### config.mk
export PLATFORM = sky130hd
export DESIGN_NAME = sto_sequencer
export DESIGN_NICKNAME = d
export VERILOG_FILES = /design/src/design/sto_sequencer.v
export VERILOG_INCLUDE_DIRS = /design/src /design/src/design
export SDC_FILE = /design/constraint.sdc
export NUM_CORES = 1
export LEC_CHECK = 0
export CAP_MARGIN = 10
export CORE_ASPECT_RATIO = 1.5
export CORE_UTILIZATION = 66
export DETAILED_ROUTE_END_ITERATION = 7
export DONT_BUFFER_PORTS = 1
export PLACE_DENSITY = 0.89
export SKIP_CTS_REPAIR_TIMING = 1
export SLEW_MARGIN = 20
export SYNTH_ARGS = -nofsm -noshare
export SYNTH_HDL_FRONTEND = slang
export SYNTH_SLANG_ARGS = --single-unit
### constraint.sdc
create_clock -name clk -period 3.9 [get_ports clk]
set_clock_uncertainty 0.1 [all_clocks]
set_input_delay 0.39 -clock clk [delete_from_list [all_inputs] [get_ports clk]]
set_output_delay 0.39 -clock clk [all_outputs]
set_load 0.01 [all_outputs]
### src/design/sto_map.vh
// Timing constants for the soft-touch open sequencer.
`ifndef STO_MAP_VH
`define STO_MAP_VH
`define STO_CLK_KHZ         10000
`define STO_DEB_MS          20
`define STO_DEB_CYC         (`STO_DEB_MS * `STO_CLK_KHZ)
`define STO_REACT_MAX_MS    70
`define STO_OPEN_DET_MS     300
`define STO_OPEN_DET_CYC    (`STO_OPEN_DET_MS * `STO_CLK_KHZ)
`define STO_CLOSED_DET_MS   1000
`define STO_CLOSED_DET_CYC  (`STO_CLOSED_DET_MS * `STO_CLK_KHZ)
`define STO_DEAD_MS         100
`define STO_DEAD_CYC        (`STO_DEAD_MS * `STO_CLK_KHZ)
`define STO_MOTOR_MS        500
`define STO_MOTOR_CYC       (`STO_MOTOR_MS * `STO_CLK_KHZ)
`define STO_CNT_W           24
`endif

### src/design/sto_sequencer.v
// Soft-touch opening sequencer: switch debounce, detection timers and motor trigger.
// Function
// (RULE1) Rising debounced switch starts the opening-detection timer.
// (RULE2) Open only on release after holding longer than the opening-detection preset.
// (RULE3) Wait the dead time from the release before activating the motor.
// (RULE4) Debounce plus processing adds at most 70 ms reaction delay.
// (RULE5) Active switch means application open, inactive means closed.
// (RULE6) Falling switch while closing starts the closed-detection timer.
// (RULE7) A new opening is allowed only after the closed-detection timer expires.
// (RULE8) Switch active again before expiry clears the closed-detection timer.
// (RULE9) After a clear, the next falling switch restarts the timer from zero.
// (RULE10) All timers are system-clock counters with parameter presets, cleared on reset.
// (RULE11) Opening requests are ignored while closed timer runs or motor is active.
`timescale 1ns/1ps
`include "sto_map.vh"
module sto_sequencer #(
   parameter [`STO_CNT_W-1:0] DEB_CYC        = `STO_DEB_CYC,
   parameter [`STO_CNT_W-1:0] OPEN_DET_CYC   = `STO_OPEN_DET_CYC,
   parameter [`STO_CNT_W-1:0] CLOSED_DET_CYC = `STO_CLOSED_DET_CYC,
   parameter [`STO_CNT_W-1:0] DEAD_CYC       = `STO_DEAD_CYC,
   parameter [`STO_CNT_W-1:0] MOTOR_CYC      = `STO_MOTOR_CYC
) (
   // Clock and reset
   input  wire clk,
   input  wire rst_b,
   // Operator switch
   input  wire switch_in,
   // Motor driver and status
   output reg  motor_act_r,
   output reg  app_open_r,
   output reg  open_ready_r
);

   // One-hot phase codes; the default branch recovers from any illegal code.
   localparam [4:0] ST_CLOSED = 5'h01;
   localparam [4:0] ST_HOLD   = 5'h02;
   localparam [4:0] ST_DEAD   = 5'h04;
   localparam [4:0] ST_MOTOR  = 5'h08;
   localparam [4:0] ST_GUARD  = 5'h10;

   reg                  sw_meta_r;
   reg                  sw_sync_r;
   reg                  sw_deb_r;
   reg                  sw_prev_r;
   reg [`STO_CNT_W-1:0] deb_cnt_r;
   reg [4:0]            state_r;
   reg [4:0]            state_nxt;
   reg [`STO_CNT_W-1:0] tmr_r;
   reg [`STO_CNT_W-1:0] tmr_nxt;
   reg                  held_r;
   reg                  held_nxt;
   reg                  motor_act_nxt;
   reg                  open_ready_nxt;
   wire                 sw_rise;
   wire                 sw_fall;
   wire                 tmr_max;

   // The switch is a pin, so it is synchronised before the debouncer looks at it.
   always @(posedge clk or negedge rst_b)
   begin
      if (!rst_b)
      begin
         sw_meta_r <= 1'b0;
         sw_sync_r <= 1'b0;
      end
      else
      begin
         sw_meta_r <= switch_in;
         sw_sync_r <= sw_meta_r;
      end
   end

   // A level must stay stable for DEB_CYC cycles; this bounds the reaction delay.
   always @(posedge clk or negedge rst_b)
   begin
      if (!rst_b)
      begin
         deb_cnt_r <= {`STO_CNT_W{1'b0}};
         sw_deb_r  <= 1'b0;
         sw_prev_r <= 1'b0;
      end
      else
      begin
         sw_prev_r <= sw_deb_r;
         if (sw_sync_r == sw_deb_r)
            deb_cnt_r <= {`STO_CNT_W{1'b0}};
         else if (deb_cnt_r >= DEB_CYC - 1'b1)
         begin
            deb_cnt_r <= {`STO_CNT_W{1'b0}};
            sw_deb_r  <= sw_sync_r; // see (RULE4)
         end
         else
            deb_cnt_r <= deb_cnt_r + 1'b1;
      end
   end

   assign sw_rise = sw_deb_r & ~sw_prev_r;
   assign sw_fall = ~sw_deb_r & sw_prev_r;
   assign tmr_max = (tmr_r == {`STO_CNT_W{1'b1}});

   // All phases share one counter, since only one of them runs at a time.
   always @*
   begin
      state_nxt = state_r;
      tmr_nxt   = tmr_max ? tmr_r : tmr_r + 1'b1; // see (RULE10)
      held_nxt  = held_r;
      case (state_r)
         ST_CLOSED:
         begin
            if (sw_rise)
            begin
               state_nxt = ST_HOLD; // see (RULE1)
               tmr_nxt   = {`STO_CNT_W{1'b0}};
               held_nxt  = 1'b0;
            end
         end
         ST_HOLD:
         begin
            // The held flag keeps a qualifying hold even once the timer saturates.
            if (tmr_r >= OPEN_DET_CYC)
               held_nxt = 1'b1;
            if (sw_fall)
            begin
               tmr_nxt = {`STO_CNT_W{1'b0}};
               if (held_r || tmr_r >= OPEN_DET_CYC)
                  state_nxt = ST_DEAD; // see (RULE2)
               else
                  state_nxt = ST_CLOSED;
            end
         end
         ST_DEAD:
         begin
            // Switch activity is not looked at here.
            if (tmr_r >= DEAD_CYC - 1'b1)
            begin
               state_nxt = ST_MOTOR; // see (RULE3) (RULE11)
               tmr_nxt   = {`STO_CNT_W{1'b0}};
            end
         end
         ST_MOTOR:
         begin
            if (tmr_r >= MOTOR_CYC - 1'b1)
            begin
               state_nxt = ST_GUARD; // see (RULE11)
               tmr_nxt   = {`STO_CNT_W{1'b0}};
            end
         end
         ST_GUARD:
         begin
            // Timer runs only while the switch is inactive; an active switch holds it cleared.
            if (sw_deb_r)
               tmr_nxt = {`STO_CNT_W{1'b0}}; // see (RULE8) (RULE11)
            else if (sw_fall)
               tmr_nxt = {`STO_CNT_W{1'b0}}; // see (RULE6) (RULE9)
            else if (tmr_r >= CLOSED_DET_CYC - 1'b1)
            begin
               state_nxt = ST_CLOSED; // see (RULE7)
               tmr_nxt   = {`STO_CNT_W{1'b0}};
            end
         end
         default:
         begin
            state_nxt = ST_CLOSED;
            tmr_nxt   = {`STO_CNT_W{1'b0}};
            held_nxt  = 1'b0;
         end
      endcase
   end

   always @(posedge clk or negedge rst_b)
   begin
      if (!rst_b)
      begin
         state_r      <= ST_CLOSED;
         tmr_r        <= {`STO_CNT_W{1'b0}}; // see (RULE10)
         held_r       <= 1'b0;
      end
      else
      begin
         state_r      <= state_nxt;
         tmr_r        <= tmr_nxt;
         held_r       <= held_nxt;
      end
   end

   // Motor and ready outputs are decoded from the next phase so they line up with the phase register.
   always @*
   begin
      motor_act_nxt  = 1'b0;
      open_ready_nxt = 1'b0;
      case (state_nxt)
         ST_CLOSED:
            open_ready_nxt = 1'b1;
         ST_HOLD:
            open_ready_nxt = 1'b1;
         ST_MOTOR:
            motor_act_nxt = 1'b1; // see (RULE3)
         default:
         begin
            motor_act_nxt  = 1'b0;
            open_ready_nxt = 1'b0; // see (RULE11)
         end
      endcase
   end

   // Registered outputs keep decode glitches away from the motor driver.
   always @(posedge clk or negedge rst_b)
   begin
      if (!rst_b)
      begin
         motor_act_r  <= 1'b0;
         app_open_r   <= 1'b0;
         open_ready_r <= 1'b0;
      end
      else
      begin
         motor_act_r  <= motor_act_nxt;
         app_open_r   <= sw_deb_r; // see (RULE5)
         open_ready_r <= open_ready_nxt;
      end
   end

endmodule

**Word level (Yosys, flattened, before mapping)**

Cells that the tools add are included.

- Bits in registers: 60
- Input port bits: 3
- Output and inout bits: 3
- Logic and storage cells: 65

- $add $sub $neg: 2
- $lt $le $gt $ge: 5
- Equality and inequality tests: 12
- Muxes and demuxes: 25
- Bitwise logic cells: 6
- Reductions and logical operators: 5

Operator list:

| cell | number |
|---|---|
| $mux W24 | 10 |
| $pmux W24 S5 | 1 |
| $add A24 B1 Y24 const B | 2 |
| $mux W5 | 7 |
| $pmux W5 S5 | 1 |
| $eq A24 B24 Y1 const B | 1 |
| $ge A24 B18 Y1 const B | 1 |
| $ge A24 B20 Y1 const B | 1 |
| $ge A24 B22 Y1 const B | 1 |
| $ge A24 B23 Y1 const B | 1 |
| $ge A24 B24 Y1 const B | 1 |
| $eq A5 B1 Y1 const B | 2 |
| $eq A5 B2 Y1 const B | 2 |
| $eq A5 B4 Y1 const B | 2 |
| $eq A5 B3 Y1 const B | 1 |
| $eq A5 B5 Y1 const B | 1 |
| $mux W1 | 4 |
| $ne A2 B2 Y1 const B | 2 |
| $not A1 Y1 | 4 |
| $mux W3 | 1 |
| $pmux W1 S3 | 1 |
| $reduce_and A3 Y1 | 1 |
| $reduce_or A3 Y1 | 1 |
| $and A1 B1 Y1 | 2 |
| other kinds (4) | 4 |

**Longest topological paths before layout**

- Depth in word-level cells: 8
- Gate-level depth with buffers: 8
- Depth with buffers taken out: 6

**Least setup slack after synthesis**

Ideal clock, no wire load.

- Path type: flip-flop to flip-flop
- Start: register tmr_r[1]
- End: register tmr_r[22]
- Library setup time: 86 ps
- Arrival: 2176 ps
- Slack: 1538 ps
- Stages on the path, launching flop included: 8
- Cells stage by stage: dfrtp_1 -> ha_1 -> nand2_1 -> or3_1 -> buf_2 -> or4_1 -> or3_1 -> a32oi_1

- Cells in the longest elaborated chain, start to end: 6
- Elaborated cells on any way between the ends: 14
- Classes of those cells: add/sub (1); order compare (3); eq/ne (1); mux (9)

RTL lines:

| element | line | RTL |
|---|---|---|
| start: declaration | sto_sequencer.v:48 | `` reg [`STO_CNT_W-1:0] tmr_r; `` |
| start signal: assignment | sto_sequencer.v:175 | `` tmr_r <= {`STO_CNT_W{1'b0}}; `` |
| start signal: assignment | sto_sequencer.v:181 | `tmr_r <= tmr_nxt;` |
| $add A24 B1 Y24 / $eq A24 B24 Y1 (equally long branches) | sto_sequencer.v:105, sto_sequencer.v:99 |  |
| $mux W24 | sto_sequencer.v:105 | `tmr_nxt = tmr_max ? tmr_r : tmr_r + 1'b1;` |
| $mux W24 | sto_sequencer.v:155 | `else if (tmr_r >= CLOSED_DET_CYC - 1'b1)` |
| $mux W24 | sto_sequencer.v:153 | `else if (sw_fall)` |
| $mux W24 | sto_sequencer.v:151 | `if (sw_deb_r)` |
| $pmux W24 S5 (*) | sto_sequencer.v:107 | `case (state_r)` |
| named net tmr_nxt[22] | sto_sequencer.v:49 | `` reg [`STO_CNT_W-1:0] tmr_nxt; `` |

Mark *: on every way through the listed nets, which the timed path passes. The rest lies on a longest branch.
A chain may end at the register's enable or synchronous reset.

**Final worst setup path**

- Start: register tmr_r[1]
- End: register tmr_r[21]

The elaborated chain is that of the path after synthesis.

==> results_dict.tcl <==
set metrics [dict create \
    outcome "finished, final reports clean" \
    row_count 31 \
    diodes 0 \
    clkPwrFrac_pct 41.6 \
    vias 2997 \
    clock_sinks 60 \
    rsz0062_at_grt "no" \
    synth.avg_cell_area_sq_um 9.157 \
    utilization_pct 75.12 \
    numCtsBuffers 9 \
    grt_usage_pct 31.27 \
    hold_ws_ns 0.2732 \
    grt_start_max_net_pins 61 \
    min_path_type "reg2reg" \
    routed_wirelength_mm 7.801 \
    max_freq_mhz 369.5 \
    clock_latency_ns 0.34 \
    slew_headroom_pct 37.71 \
    fillCellCount 355 \
    instances_no_fill 440 \
    fin_total_pwr_mw 1.364 \
    crit_type "reg2reg" \
    syn2layout_area_growth_pct 8.346 \
    fin_nets 375 \
    drive_gt1_share_pct 8.021 \
    cap_violations 0 \
    power.internal_mw 1.019 \
    viasPerCell 6.811 \
    tightestPinTransition_ns 0.9293 \
    core_area_sq_mm 0.004887 \
    antenna_found_initial 0 \
    clock-root-buffer "clkbuf_8" \
    yosysSeqAreaShare_pct 44.35 \
    drt-pass1-iter-count 5 \
    die_h_um 89.75 \
    rrSetupSlack_ns 1.19 \
    ios 6 \
    pwr-share-comb_pct 9.5 \
    endpoint_kind "register" \
    vdd.ir_drop.worst_mv 0.2573 \
    synth_top_area_share_pct 43.57 \
    tritoncts "yes" \
    drc 0 \
    clk_path_buf_depth 2 \
    p_per_area_mw_per_mm2 371.6 \
    clk_pin_slew_ns 0.07 \
    yosys_register_bits 60 \
    ys_warn_count 0 \
    grt_overflow 0 \
    setup_violations 0 \
    dr.first_iter.drc_count 351 \
    cp_data_arrival_time_ns 2.86 \
    synthFlopType "dfrtp_1" \
    required_ns 4.05 \
    numPlacedInstances 421 \
    grt_pass1_vias 2932 \
    synth.area.top_cells "dfrtp_1, nor3_1, a31oi_1" \
    start_util_pct 69.33 \
    postSynthCellCount 370 \
    power_frac_seq_pct 48.9 \
    p_switching_mw 0.3448 \
    post-route-period-util_pct 69.39 \
    crit_fanout 18 \
    htree_levels 3 \
    dp_hpwl_mm 5.130 \
    report.final.slew_viol_count 0 \
    synth_cell_types 60 \
    critPathLaunchType "register" \
    min_period_ns 2.706 \
    async_reset_ff_share_pct 100.0 \
    routabilityCongestion 1.054 \
    die_area_sq_mm 0.005430 \
    p_leak_nw 1.485 \
    switching_share_pct 25.28 \
    grt_pass1_wl_mm 13.00 \
    hold_viol 0 \
    die_x_um 60.50 \
    synth_area_sq_mm 0.003388 \
    routedWlPerCell_um 17.73 \
    fin_tns_setup_ns 0 \
    ant_nets 0 \
    io_buffers 0 \
    synth-edff-count 0 \
    yosysTopAreaCell "dfrtp_1" \
]
## critical path, cell delays in order (launching register included)
cell	delay [ns]
dfrtp_1	0.40
ha_1	0.25
nand2_1	0.12
or3_1	0.48
nor3_2	0.81
o21ai_0	0.25
a32oi_1	0.21
## cell type report
class	count	area (sq um)	area share, %
flip-flops and latches	60	1503	40.93
inverters	10	37.54	1.022
clock buffers	12	155.1	4.226
multi-input cells	282	1775	48.36
repair buffers	6	70.07	1.909
clock inverters	4	47.55	1.295
well taps	66	82.58	2.249
## layer usage
layer	up-vias	track usage, %	wire [um]
met2	128	51.65	4157
met5	-	0	0
met4	0	15.91	289
li1	1389	-	-
met3	30	8.489	433
met1	1450	35.67	2921
## cells in the final DEF (no fill, tap or decap), drive strengths merged, types with 4 or more instances in the layout
master,instances
a31oi,23
nand3,21
o31ai,6
o21ai,15
and3,9
inv,10
buf,4
or4,11
a32oi,10
or3,5
clkbuf,12
xnor2,14
xor2,14
and4,5
conb,6
nand4,7
a211oi,4
nand2,24
nor3,30
nor2,27
dfrtp,59
a21oi,8
## logic make-up after synthesis
group	count (synthesis)	synth area share [%]
fa+ha+maj	3	1.108
other cells	1	0.1107
simple gates	158	25.44
xor+xnor	28	7.238
compound gates	86	17.65
flops	60	44.35
mux	1	0.2954
buf+inv	33	3.804
## metrics by stage
stage                     area, sq um  setup WS [ns]
final                            3671          1.194
after global routing             3671          1.043
after CTS                        3623          1.256
after detailed placement         3421          1.280
after global placement           3421          1.405
after floorplan                  3407          1.538
## sequential cells by signal (all words and copies together), names as in the netlist
name	flops
app_open_r	1
sw_deb_r	1
motor_act_r	1
open_ready_r	1
tmr_r	24
sw_meta_r	1
sw_sync_r	1
held_r	1
state_r	5
deb_cnt_r	24
## final timing paths
check,depth (start not counted),from,to
worst min register to register,0,sw_meta_r,sw_sync_r
max in group asynchronous,2,rst_b,state_r[0]
worst max register to register,6,tmr_r[1],tmr_r[21]
min in group asynchronous,2,rst_b,motor_act_r
worst min-delay path,0,sw_meta_r,sw_sync_r
worst max-delay path,6,tmr_r[1],tmr_r[21]
## power by group through the flow
stage                     logic, mW  clock network [mW]  registers [mW]
after floorplan              0.0893                   0           0.672
after global placement        0.107                   0           0.677
after detailed placement      0.111                   0           0.678
after CTS                     0.112               0.569           0.667
after global routing          0.144               0.599           0.670
final                         0.129               0.567           0.668
## cells in the mapped netlist (3+ instances only)
cell type   n
a32oi_1    10
o31ai_1     6
clkbuf_1   19
nand2_1    23
or3_1       5
nand3_1    20
ha_1        3
inv_1      10
a21oi_1     8
o21ai_0    14
nor4_1      3
xor2_1     14
nand4_1     7
and3_1      8
xnor2_1    14
buf_2       4
a21o_1      3
a211oi_1    4
nor3_1     29
or4_1       8
dfrtp_1    59
nor2_1     27
or4_2       3
a31oi_1    23
and4_1      5
Power figures use the tool's default switching activity.
